### src/core/hdlc_map.svh
// Register offsets, field positions, reset values and line codes of the HDLC packet block.
`ifndef HDLC_MAP_SVH
`define HDLC_MAP_SVH

// ****************************************
// Register byte offsets
// ****************************************
`define TX_CFG_OFF 8'h00
`define TX_IEN_OFF 8'h04
`define TX_STAT_OFF 8'h08
`define TX_DATA_OFF 8'h0C
`define TX_UPTH_OFF 8'h10
`define TX_LOTH_OFF 8'h14
`define RX_CFG_OFF 8'h18
`define RX_ICTL_OFF 8'h1C
`define RX_STAT_OFF 8'h20
`define RX_DATA_OFF 8'h24

// ****************************************
// Field positions
// ****************************************
`define TXCFG_EN_BIT 0
`define TXCFG_FCS_BIT 1
`define TXCFG_EOP_BIT 2
`define TXCFG_CLR_BIT 3
`define TXST_FULLNOW_BIT 4
`define TXST_BLOW_BIT 5
`define RXCFG_EN_BIT 0
`define RXICTL_IE_BIT 7
`define RXST_IRQ_BIT 0
`define RXST_LINKCHG_BIT 1
`define RXST_PKT_BIT 2
`define RXST_ORUN_BIT 3
`define RXST_EMPTY_BIT 4
`define RXST_TAG_LSB 5

// ****************************************
// Reset values
// ****************************************
`define UPTH_RST 7'h40
`define LOTH_RST 7'h10
`define RXTH_RST 7'h40

// ****************************************
// Line codes
// ****************************************
`define FLAG_BYTE 8'h7E
`define ABORT_BYTE 8'hFF
`define CRC_INIT 16'hFFFF
`define CRC_POLY 16'h8408
`define CRC_GOOD 16'hF0B8
`define TAG_DATA 3'h0
`define TAG_UP 3'h1
`define TAG_DOWN 3'h2

`endif

### src/core/hdlc_pkg.sv
// Types shared by the HDLC packet block.
package hdlc_pkg;
  typedef enum logic [3:0] {
    TS_FLAG = 4'h1,
    TS_DATA = 4'h2,
    TS_FCS = 4'h4,
    TS_ABORT = 4'h8
  } tx_state_t;

  typedef enum logic [2:0] {
    RS_HUNT = 3'h1,
    RS_LINK = 3'h2,
    RS_FRAME = 3'h4
  } rx_state_t;

  typedef struct packed {
    logic [2:0] tag;
    logic [7:0] data;
  } rx_entry_t;

  typedef struct packed {
    logic udr;
    logic ovf;
    logic low;
    logic full;
  } tx_events_t;
endpackage

### src/core/hdlc_packet_tx_rx_fifo.sv
// HDLC packet transmitter and receiver with byte FIFOs behind an Avalon-MM slave.
`timescale 1ns/1ps
`include "hdlc_map.svh"
// How it works
// - Underrun sends one abort, flags, holds FIFO.
// - Any write to status clears underrun.
// - Overflow flags event, drops only current packet.
// - Overflow on sending packet aborts and flushes.
// - Overflow pin holds until next data write.
// - Full event latches; live full bit shown.
// - Low-fill event latches; live below bit shown.
// - Flags follow the last sent packet.
// - Complete marked packet starts transmission.
// - Depth above upper threshold starts transmission.
// - Frame check appended when enabled.
// - Not full means one more byte fits.
// - Enabled receiver hunts flags from idle.
// - First flag pushes link-up dummy byte.
// - Abort pushes link-down dummy, sets change.
// - Good end sets packet bit; read clears.
// - Each received byte carries three-bit tag.
// - Fill over threshold interrupts until empty.
// - Receive overrun resets FIFO pointers.
// - Pending bit works with output disabled.
// - Enabled idle transmitter sends flags.
// - Threshold send runs to packet end.
module hdlc_packet_tx_rx_fifo
  import hdlc_pkg::*;
#(
  parameter int DEPTH = 128,
  parameter int AW = 7
) (
  input wire logic clk,
  input wire logic sys_rst,
  input wire logic [7:0] address,
  input wire logic read,
  input wire logic write,
  input wire logic [31:0] writedata,
  output logic [31:0] readdata,
  output logic waitrequest,
  input wire logic tx_bit_en,
  output logic tx_bit,
  input wire logic rx_bit_en,
  input wire logic rx_bit,
  output logic overflow_flag,
  output logic irq_out_n
);
  localparam logic [AW:0] FULL_CNT = (AW + 1)'(DEPTH);
  localparam logic [AW-1:0] PONE = {{(AW - 1){1'b0}}, 1'b1};

  function automatic logic [15:0] crc_bit(input logic [15:0] c, input logic b);
    crc_bit = (c >> 1) ^ ((c[0] ^ b) ? `CRC_POLY : 16'h0000);
  endfunction

  function automatic logic [15:0] crc_byte(input logic [15:0] c, input logic [7:0] d);
    logic [15:0] r;
    r = c;
    for (int i = 0; i < 8; i++) begin
      r = crc_bit(r, d[i]);
    end
    crc_byte = r;
  endfunction

  // ****************************************
  // Bus slave
  // ****************************************
  // One wait cycle on every access gives the read mux a register stage.
  logic ack_q, wr_acc, rd_acc;
  logic [31:0] readdata_q, rd_mux;
  assign waitrequest = (read | write) & ~ack_q;
  assign wr_acc = write & ack_q;
  assign rd_acc = read & ack_q & ~write;
  assign readdata = readdata_q;

  always_ff @(posedge clk) begin
    if (sys_rst) begin
      ack_q <= 1'b0;
    end else begin
      ack_q <= (read | write) & ~ack_q;
    end
  end

  logic tx_en_q, fcs_en_q, tx_clr_q, rx_en_q, irq_oe_q;
  logic [3:0] ien_q;
  logic [6:0] upth_q, loth_q, rxth_q;
  always_ff @(posedge clk) begin
    if (sys_rst) begin
      tx_en_q <= 1'b0;
      fcs_en_q <= 1'b0;
      tx_clr_q <= 1'b0;
      ien_q <= 4'h0;
      upth_q <= `UPTH_RST;
      loth_q <= `LOTH_RST;
      rx_en_q <= 1'b0;
      irq_oe_q <= 1'b0;
      rxth_q <= `RXTH_RST;
    end else if (wr_acc) begin
      unique case (address)
        `TX_CFG_OFF: begin
          tx_en_q <= writedata[`TXCFG_EN_BIT];
          fcs_en_q <= writedata[`TXCFG_FCS_BIT];
          tx_clr_q <= writedata[`TXCFG_CLR_BIT];
        end
        `TX_IEN_OFF: ien_q <= writedata[3:0];
        `TX_UPTH_OFF: upth_q <= writedata[6:0];
        `TX_LOTH_OFF: loth_q <= writedata[6:0];
        `RX_CFG_OFF: rx_en_q <= writedata[`RXCFG_EN_BIT];
        `RX_ICTL_OFF: begin
          irq_oe_q <= writedata[`RXICTL_IE_BIT];
          rxth_q <= writedata[6:0];
        end
        default: ;
      endcase
    end
  end

  // ****************************************
  // Transmit FIFO
  // ****************************************
  logic [7:0] txm [DEPTH];
  logic [DEPTH-1:0] txe_q;
  logic [AW-1:0] tw_q, tr_q, tr_nx, pkt_start_q, rw_dist;
  logic [AW:0] tcnt_q, teop_q, rw_cnt;
  logic flush_hold_q, abort_req_q, tx_full, tx_hold, tx_wr_data, tx_push, tx_ovf, tx_flush;
  logic tx_mark, tx_pop, tx_stat_rd, tx_stat_wr, udr_now;
  tx_state_t ts_q;
  tx_events_t tev_q;

  assign tx_full = tcnt_q == FULL_CNT;
  assign tx_hold = tev_q.udr | tx_clr_q;
  assign tx_wr_data = wr_acc && address == `TX_DATA_OFF;
  assign tx_stat_rd = rd_acc && address == `TX_STAT_OFF;
  assign tx_stat_wr = wr_acc && address == `TX_STAT_OFF;
  assign tx_push = tx_wr_data & ~tx_hold & (flush_hold_q | ~tx_full);
  assign tx_ovf = tx_wr_data & ~tx_hold & ~flush_hold_q & tx_full;
  assign tx_flush = tx_ovf && teop_q == '0 && ts_q == TS_DATA;
  assign tx_mark = wr_acc && address == `TX_CFG_OFF && writedata[`TXCFG_EOP_BIT] && !tx_hold
    && tcnt_q != '0 && !txe_q[tw_q - PONE] && !(tx_pop && tcnt_q == (AW + 1)'(1));
  assign tr_nx = tr_q + {{(AW - 1){1'b0}}, tx_pop};
  assign rw_dist = pkt_start_q - tr_nx;
  assign rw_cnt = (rw_dist == '0 && teop_q != '0) ? FULL_CNT : {1'b0, rw_dist};

  always_ff @(posedge clk) begin
    if (tx_push) begin
      txm[tw_q] <= writedata[7:0];
    end
  end

  // Underrun and the clear bit keep the pointers cleared until released; a flush clears them once.
  always_ff @(posedge clk) begin
    if (sys_rst || tx_hold || tx_flush) begin
      tw_q <= '0;
      tr_q <= '0;
      tcnt_q <= '0;
      teop_q <= '0;
      pkt_start_q <= '0;
      txe_q <= '0;
    end else begin
      tr_q <= tr_nx;
      if (tx_ovf) begin
        tw_q <= pkt_start_q;
        tcnt_q <= rw_cnt;
      end else begin
        tw_q <= tw_q + {{(AW - 1){1'b0}}, tx_push};
        tcnt_q <= tcnt_q + {{AW{1'b0}}, tx_push} - {{AW{1'b0}}, tx_pop};
      end
      if (tx_pop) begin
        txe_q[tr_q] <= 1'b0;
      end
      if (tx_push) begin
        txe_q[tw_q] <= 1'b0;
      end
      if (tx_mark) begin
        txe_q[tw_q - PONE] <= 1'b1;
        pkt_start_q <= tw_q;
      end
      teop_q <= teop_q + {{AW{1'b0}}, tx_mark} - {{AW{1'b0}}, tx_pop & txe_q[tr_q]};
    end
  end

  always_ff @(posedge clk) begin
    if (sys_rst) begin
      flush_hold_q <= 1'b0;
    end else begin
      flush_hold_q <= tx_flush | (flush_hold_q & ~tx_wr_data);
    end
  end

  // ****************************************
  // Transmit engine
  // ****************************************
  logic [7:0] tsh_q, tsh_d, tfcs_hi_q;
  logic [2:0] tbit_q, tones_q;
  logic [15:0] tcrc_q, tcrc_nx;
  logic tlast_q, fcs_hi_q, fcs_hi_d, tx_bit_q, tx_stuff, tx_bnd, tx_go, stuffable;
  tx_state_t ts_d;

  assign stuffable = ts_q == TS_DATA || ts_q == TS_FCS;
  assign tx_stuff = stuffable && tones_q == 3'd5;
  assign tx_bnd = tx_en_q && tx_bit_en && !tx_stuff && tbit_q == 3'd0;
  assign tx_go = teop_q != '0 || tcnt_q > (AW + 1)'(upth_q);
  assign tcrc_nx = (ts_q == TS_DATA) ? crc_bit(tcrc_q, tsh_q[0]) : tcrc_q;
  assign tx_bit = tx_bit_q;

  always_comb begin
    ts_d = TS_FLAG;
    tsh_d = `FLAG_BYTE;
    tx_pop = 1'b0;
    udr_now = 1'b0;
    fcs_hi_d = 1'b0;
    if (tx_bnd) begin
      if (abort_req_q) begin
        ts_d = TS_ABORT;
        tsh_d = `ABORT_BYTE;
      end else begin
        unique case (ts_q)
          TS_FLAG, TS_ABORT: begin
            if (tx_go && tcnt_q != '0) begin
              tx_pop = 1'b1;
              ts_d = TS_DATA;
              tsh_d = txm[tr_q];
            end
          end
          TS_DATA: begin
            if (tlast_q) begin
              if (fcs_en_q) begin
                ts_d = TS_FCS;
                tsh_d = ~tcrc_nx[7:0];
                fcs_hi_d = 1'b1;
              end
            end else if (tcnt_q != '0) begin
              tx_pop = 1'b1;
              ts_d = TS_DATA;
              tsh_d = txm[tr_q];
            end else begin
              udr_now = 1'b1;
              ts_d = TS_ABORT;
              tsh_d = `ABORT_BYTE;
            end
          end
          TS_FCS: begin
            if (fcs_hi_q) begin
              ts_d = TS_FCS;
              tsh_d = tfcs_hi_q;
            end
          end
        endcase
      end
    end
  end

  // Bytes leave LSB first; stuffed zeros neither shift nor enter the check sum.
  always_ff @(posedge clk) begin
    if (sys_rst || !tx_en_q) begin
      ts_q <= TS_FLAG;
      tsh_q <= `FLAG_BYTE;
      tbit_q <= 3'd7;
      tones_q <= 3'd0;
      tx_bit_q <= 1'b1;
      tlast_q <= 1'b0;
      tcrc_q <= `CRC_INIT;
      fcs_hi_q <= 1'b0;
      tfcs_hi_q <= 8'h00;
    end else if (tx_bit_en) begin
      if (tx_stuff) begin
        tx_bit_q <= 1'b0;
        tones_q <= 3'd0;
      end else begin
        tx_bit_q <= tsh_q[0];
        tones_q <= (tsh_q[0] && stuffable) ? tones_q + 3'd1 : 3'd0;
        tcrc_q <= (tx_bnd && tx_pop && ts_q != TS_DATA) ? `CRC_INIT : tcrc_nx;
        if (tbit_q == 3'd0) begin
          ts_q <= ts_d;
          tsh_q <= tsh_d;
          tbit_q <= 3'd7;
          fcs_hi_q <= fcs_hi_d;
          if (fcs_hi_d) begin
            tfcs_hi_q <= ~tcrc_nx[15:8];
          end
          if (tx_pop) begin
            tlast_q <= txe_q[tr_q];
          end
        end else begin
          tsh_q <= tsh_q >> 1;
          tbit_q <= tbit_q - 3'd1;
        end
      end
    end
  end

  always_ff @(posedge clk) begin
    if (sys_rst) begin
      abort_req_q <= 1'b0;
    end else begin
      abort_req_q <= tx_flush | (abort_req_q & ~tx_bnd);
    end
  end

  // ****************************************
  // Transmit events
  // ****************************************
  logic full_prev_q, low_prev_q, below_low, ovf_pin_q;
  assign below_low = tcnt_q < (AW + 1)'(loth_q);
  assign overflow_flag = ovf_pin_q;

  always_ff @(posedge clk) begin
    if (sys_rst) begin
      full_prev_q <= 1'b0;
      low_prev_q <= 1'b1;
      tev_q <= '0;
      ovf_pin_q <= 1'b0;
    end else begin
      full_prev_q <= tx_full;
      low_prev_q <= below_low;
      tev_q.full <= (tx_full & ~full_prev_q) | (tev_q.full & ~tx_stat_rd);
      tev_q.low <= (below_low & ~low_prev_q) | (tev_q.low & ~tx_stat_rd);
      tev_q.ovf <= tx_ovf | (tev_q.ovf & ~tx_stat_rd);
      tev_q.udr <= udr_now | (tev_q.udr & ~tx_stat_wr);
      ovf_pin_q <= tx_ovf | (ovf_pin_q & ~tx_wr_data);
    end
  end

  // ****************************************
  // Receive engine
  // ****************************************
  rx_state_t rs_q;
  logic [2:0] rones_q, rbits_q;
  logic [1:0] pv_q;
  logic [7:0] racc_q, p0_q, p1_q, p2_q, rbyte;
  logic [15:0] rcrc_q;
  logic r_abort, r_flag, r_stuff, r_data, r_done, rx_push, pkt_set, chg_set;
  rx_entry_t rx_ent;

  assign r_abort = rx_bit && rones_q == 3'd6;
  assign r_flag = !rx_bit && rones_q == 3'd6;
  assign r_stuff = !rx_bit && rones_q == 3'd5;
  assign r_data = !r_abort && !r_flag && !r_stuff && rs_q != RS_HUNT && !(rx_bit && rones_q == 3'd7);
  assign r_done = r_data && rbits_q == 3'd7;
  assign rbyte = {rx_bit, racc_q[7:1]};

  always_comb begin
    rx_push = 1'b0;
    pkt_set = 1'b0;
    rx_ent = '{tag: `TAG_DATA, data: p2_q};
    if (rx_en_q && rx_bit_en) begin
      if (r_abort && rs_q != RS_HUNT) begin
        rx_push = 1'b1;
        rx_ent = '{tag: `TAG_DOWN, data: 8'h00};
      end else if (r_flag && rs_q == RS_HUNT) begin
        rx_push = 1'b1;
        rx_ent = '{tag: `TAG_UP, data: 8'h00};
      end else if (r_flag && rs_q == RS_FRAME && pv_q == 2'd3) begin
        rx_push = 1'b1;
        pkt_set = 1'b1;
        rx_ent = '{tag: {1'b1, rcrc_q != `CRC_GOOD, rbits_q != 3'd7}, data: p2_q};
      end else if (r_done && pv_q == 2'd3) begin
        rx_push = 1'b1;
      end
    end
  end
  assign chg_set = rx_push && (rx_ent.tag == `TAG_UP || rx_ent.tag == `TAG_DOWN);

  // The last two bytes of a frame are its check sum, so bytes wait three deep.
  always_ff @(posedge clk) begin
    if (sys_rst || !rx_en_q) begin
      rs_q <= RS_HUNT;
      rones_q <= 3'd7;
      rbits_q <= 3'd0;
      pv_q <= 2'd0;
      racc_q <= 8'h00;
      rcrc_q <= `CRC_INIT;
      p0_q <= 8'h00;
      p1_q <= 8'h00;
      p2_q <= 8'h00;
    end else if (rx_bit_en) begin
      rones_q <= rx_bit ? ((rones_q == 3'd7) ? 3'd7 : rones_q + 3'd1) : 3'd0;
      if (r_abort && rs_q != RS_HUNT) begin
        rs_q <= RS_HUNT;
        pv_q <= 2'd0;
      end else if (r_flag) begin
        rs_q <= RS_LINK;
        pv_q <= 2'd0;
        rbits_q <= 3'd0;
        rcrc_q <= `CRC_INIT;
      end else if (r_data) begin
        rs_q <= RS_FRAME;
        racc_q <= rbyte;
        rbits_q <= rbits_q + 3'd1;
        if (r_done) begin
          rcrc_q <= crc_byte(rcrc_q, rbyte);
          p0_q <= rbyte;
          p1_q <= p0_q;
          p2_q <= p1_q;
          if (pv_q != 2'd3) begin
            pv_q <= pv_q + 2'd1;
          end
        end
      end
    end
  end

  // ****************************************
  // Receive FIFO and status
  // ****************************************
  rx_entry_t rxm [DEPTH];
  logic [AW-1:0] rw_q, rr_q;
  logic [AW:0] rcnt_q;
  logic rx_full, rx_orun, rx_pop, rx_stat_rd, pkt_q, chg_q, orun_q, fill_q, irq_pending;
  logic [2:0] last_tag_q;

  assign rx_full = rcnt_q == FULL_CNT;
  assign rx_orun = rx_push & rx_full;
  assign rx_pop = rd_acc && address == `RX_DATA_OFF && rcnt_q != '0;
  assign rx_stat_rd = rd_acc && address == `RX_STAT_OFF;
  assign irq_pending = pkt_q | chg_q | orun_q | fill_q;

  always_ff @(posedge clk) begin
    if (rx_push && !rx_full) begin
      rxm[rw_q] <= rx_ent;
    end
  end

  always_ff @(posedge clk) begin
    if (sys_rst || rx_orun) begin
      rw_q <= '0;
      rr_q <= '0;
      rcnt_q <= '0;
    end else begin
      rw_q <= rw_q + {{(AW - 1){1'b0}}, rx_push};
      rr_q <= rr_q + {{(AW - 1){1'b0}}, rx_pop};
      rcnt_q <= rcnt_q + {{AW{1'b0}}, rx_push} - {{AW{1'b0}}, rx_pop};
    end
  end

  always_ff @(posedge clk) begin
    if (sys_rst) begin
      pkt_q <= 1'b0;
      chg_q <= 1'b0;
      orun_q <= 1'b0;
      fill_q <= 1'b0;
      last_tag_q <= `TAG_DATA;
    end else begin
      pkt_q <= pkt_set | (pkt_q & ~rx_stat_rd);
      chg_q <= chg_set | (chg_q & ~rx_stat_rd);
      orun_q <= rx_orun | (orun_q & ~rx_stat_rd);
      fill_q <= (rcnt_q > (AW + 1)'(rxth_q)) | (fill_q & rcnt_q != '0);
      if (rx_pop) begin
        last_tag_q <= rxm[rr_q].tag;
      end
    end
  end

  // ****************************************
  // Interrupt and read data
  // ****************************************
  assign irq_out_n = ~((|(tev_q & ien_q)) | (irq_oe_q & irq_pending));

  always_comb begin
    rd_mux = 32'h0000_0000;
    unique case (address)
      `TX_CFG_OFF: rd_mux[3:0] = {tx_clr_q, 1'b0, fcs_en_q, tx_en_q};
      `TX_IEN_OFF: rd_mux[3:0] = ien_q;
      `TX_STAT_OFF: rd_mux[5:0] = {below_low, tx_full, tev_q};
      `TX_UPTH_OFF: rd_mux[6:0] = upth_q;
      `TX_LOTH_OFF: rd_mux[6:0] = loth_q;
      `RX_CFG_OFF: rd_mux[0] = rx_en_q;
      `RX_ICTL_OFF: rd_mux[7:0] = {irq_oe_q, rxth_q};
      `RX_STAT_OFF: rd_mux[7:0] = {last_tag_q, rcnt_q == '0, orun_q, pkt_q, chg_q,
        irq_pending};
      `RX_DATA_OFF: rd_mux[10:0] = (rcnt_q != '0) ? rxm[rr_q] : 11'h000;
      default: ;
    endcase
  end

  always_ff @(posedge clk) begin
    if (sys_rst) begin
      readdata_q <= 32'h0000_0000;
    end else if (read && !ack_q) begin
      readdata_q <= rd_mux;
    end
  end
endmodule

### config.mk
export PLATFORM = sky130hd
export DESIGN_NAME = hdlc_packet_tx_rx_fifo
export DESIGN_NICKNAME = d
export VERILOG_FILES = /design/src/core/hdlc_pkg.sv /design/src/core/hdlc_packet_tx_rx_fifo.sv
export VERILOG_INCLUDE_DIRS = /design/src /design/src/core
export SDC_FILE = /design/constraint.sdc
export NUM_CORES = 2
export LEC_CHECK = 0
export BUFFER_PORTS_ARGS = -buffer_cell sky130_fd_sc_hd__buf_4
export CAP_MARGIN = 10
export CORE_UTILIZATION = 49
export DETAILED_ROUTE_END_ITERATION = 8
export PLACE_DENSITY = 0.7
export RECOVER_POWER = 25
export SKIP_LAST_GASP = 1
export SYNTH_ARGS = -nofsm -noshare
export SYNTH_HDL_FRONTEND = slang
export SYNTH_SLANG_ARGS = --single-unit
### constraint.sdc
create_clock -name clk -period 22.7 [get_ports clk]
set_input_delay 3.405 -clock clk [delete_from_list [all_inputs] [get_ports clk]]
set_output_delay 3.405 -clock clk [all_outputs]
set_load 0.02 [all_outputs]
==> metrics.yaml <==
min_path:
  holdPathEnd: "p1_q[1]"
  hp-start: "p0_q[1]"
  worstHoldPathType: "flip-flop to flip-flop"
  holdPathStages: 2
worst_setup_path:
  crit-reg2reg-launch: "tr_q[1]"
  crit_start: "writedata[2]"
  cp-start-kind: "primary input"
  worstPathArrival_ps: 9400
  reg2reg_depth: 23
  cp.required_ps: 23540
  r2r_end: "teop_q[6]"
  end_kind: "flip-flop"
  worstPathMaxFanout: 71
  path_class: "primary input to flip-flop"
  regToRegSetupSlack_ps: 15240
route:
  routed_wl_um: 320000
  drtIter0Drc: 8208
  antenna_left: 0
  via_per_inst: 6.52
  firstDrtPassIters: 9
  wl_per_cell_um: 31.8
  drc: 0
  vias: 65563
global_route:
  antenna_found_initial: 8
  grt_usage_pct: 27.1
  grt_max_degree: 151
  globalRoute.totalOverflow: 0
  grt_pass1_vias: 64285
  grt_pass1_wl_um: 459000
power_and_ir_drop:
  p_leak_uw: 0.0348
  irDropWorstVdd_mv: 0.111
  power_density_nw_per_um2: 80.8
die:
  start_util_pct: 49.3
  fp.dieW_um: 483
  core-area_um2: 230000
  io_pins: 83
  placementRows: 176
  die_y_um: 483
  die_area_um2: 234000
clock_tree:
  cts_resized: 0
  numCtsBuffers: 293
  clock_latency_ps: 930
  cts_tree: "yes"
  hold_buffers: 0
  clk_pin_slew_ps: 60
  ctsLongestPathBuffers: 4
  postCtsSetupBuffers: 0
  htreeDepth: 5
  cts_sinks: 2780
  root_buffer: "clkbuf_16"
timing:
  hold_viol: 0
  maxSlewViolCount: 1382
  tightest_slew_ps: 4150
  fin_setup_tns_ps: 0
  max_freq_mhz: 117
  rsz0062_at_grt: "no"
  layout_setup_ws_ps: 14150
  relSlewSlack_pct: -177
  period_share_pct: 37.7
  skew_ps: 60.9
  setup_violations: 0
  fin_crit_ps: 8550
final_layout:
  finalNonFillerCells: 10059
  drive_gt1_share_pct: 20.0
  area_delta_synth_final_pct: 11.2
  final_util_pct: 54.9
  fin_area_um2: 126000
  nets: 6948
synth:
  yosysTopAreaCellShare_pct: 64.3
  syn_area_per_cell_um2: 16.8
  yosys-top-cells-count: "edfxtp_1 (2432), mux4_2 (590), nor2_1 (510)"
  async_reset_ff_share_pct: 0
  syn-cell-area_um2: 114000
  yosysSeqAreaShare_pct: 70.4
  synth.most_common_cell: "edfxtp_1"
  synth_top_cell_by_area: "edfxtp_1"
  synth_warnings: 0
  ys.flop_type: "edfxtp_1"
  synth_cells: 6740
  synth_seq_cells: 2780
  ys_top_cells_by_area: "edfxtp_1 (64%), mux4_2 (12%), dfxtp_1 (6.1%)"
  synth_edf_count: 2432
  synth_cell_types: 91
run:
  max_cap_viol_count: 25
status:
  failed_checks: "max-capacitance violations, max-slew violations"
  run_status: "finished with violations"
placed_design:
  hpwl_um: 198000
  dpl.cell_count: 9544
  place_area_um2: 117000
  post-place-ws_ps: 14560
  gp_congestion: 1.02
  io_buffer_count: 37
## per-layer routing
| metal | share of wire [%] | wire (µm) | GRT usage (%) | vias up |
|---|---|---|---|---|
| met2 | 47 | 150000 | 42.7 | 3694 |
| met4 | 6.0 | 19000 | 14.3 | 6 |
| met3 | 9.0 | 28800 | 5.04 | 832 |
| met1 | 38 | 122000 | 36.0 | 33899 |
| li1 | - | - | - | 27132 |
| met5 | 0.013 | 40 | 0 | - |
## worst max-delay path, stage by stage
cell	delay, ps
clkbuf_1	2510
nand3_1	410
a2111oi_0	590
nand4b_1	150
and4b_4	970
buf_4	830
a31o_2	270
## cell usage in the layout, fill, tap and decap left out, drive strengths merged, types with 22 or more instances in the layout
| cell | n |
|---|---|
| a31o | 128 |
| bufinv | 23 |
| and2 | 33 |
| nand3 | 123 |
| and3 | 23 |
| mux2 | 80 |
| nand2b | 23 |
| clkbuf | 390 |
| a22oi | 81 |
| nor3 | 31 |
| dfxtp | 348 |
| o21ai | 121 |
| nor2b | 30 |
| mux4 | 590 |
| clkinv | 108 |
| inv | 96 |
| a221o | 40 |
| a211oi | 151 |
| buf | 191 |
| ha | 79 |
| o22a | 22 |
| mux2i | 108 |
| xnor2 | 58 |
| xor2 | 23 |
| edfxtp | 2432 |
| nand2 | 502 |
| a21oi | 192 |
| a221oi | 118 |
| nor2 | 510 |
## logic make-up after synthesis
kind of cell	share of synthesized area [%]
compound gates	7.08
xor+xnor	0.638
fa+ha+maj	0.959
buf+inv	2.14
flops	70.4
mux	13.4
other cells	0.00330
simple gates	5.30
## registers in the layout (all words and copies together), names as in the netlist, 8 cells and up
| register | count |
|---|---|
| p1_q | 8 |
| rcnt_q | 8 |
| rxm | 1408 |
| tsh_q | 8 |
| tcnt_q | 8 |
| teop_q | 8 |
| txe_q | 128 |
| p0_q | 8 |
| rcrc_q | 16 |
| p2_q | 8 |
| readdata | 11 |
| txm | 1024 |
| tfcs_hi_q | 8 |
| tcrc_q | 16 |
## power breakdown
group          switching, µW  leakage [µW]  internal (µW)
clock network           1940       0.00449           2700
registers              0.530        0.0217           5510
logic                   53.7       0.00856           6.69
total                   1990        0.0348           8220
## per-stage QoR
step	total power (µW)	hold WS (ps)
3_3_place_gp	5670	441
4_1_cts	10200	455
3_5_place_dp	5680	447
6_report	10200	454
2_1_floorplan	5640	430
5_1_grt	10400	484
## cell type report
cell class	instances	area, µm²
antenna	3	7.51
clock buffer	366	7820
clock inverter	141	1320
fill	17542	104000
inverter	92	347
multi-input combinational	3436	31400
sequential	2780	80000
tap	3026	3790
timing repair buffer	215	1620
## worst max path at each step
| stage | to | cells after the start |
|---|---|---|
| 4_1_cts | teop_q[6] | 23 |
| 3_3_place_gp | tcnt_q[7] | 17 |
| 3_5_place_dp | rxm[77][3] | 9 |
| 2_1_floorplan | rxm[0][8] | 5 |
| 5_1_grt | txe_q[106] | 7 |
| 6_report | txe_q[106] | 7 |
No activity file was read; power rests on OpenSTA's default activity.
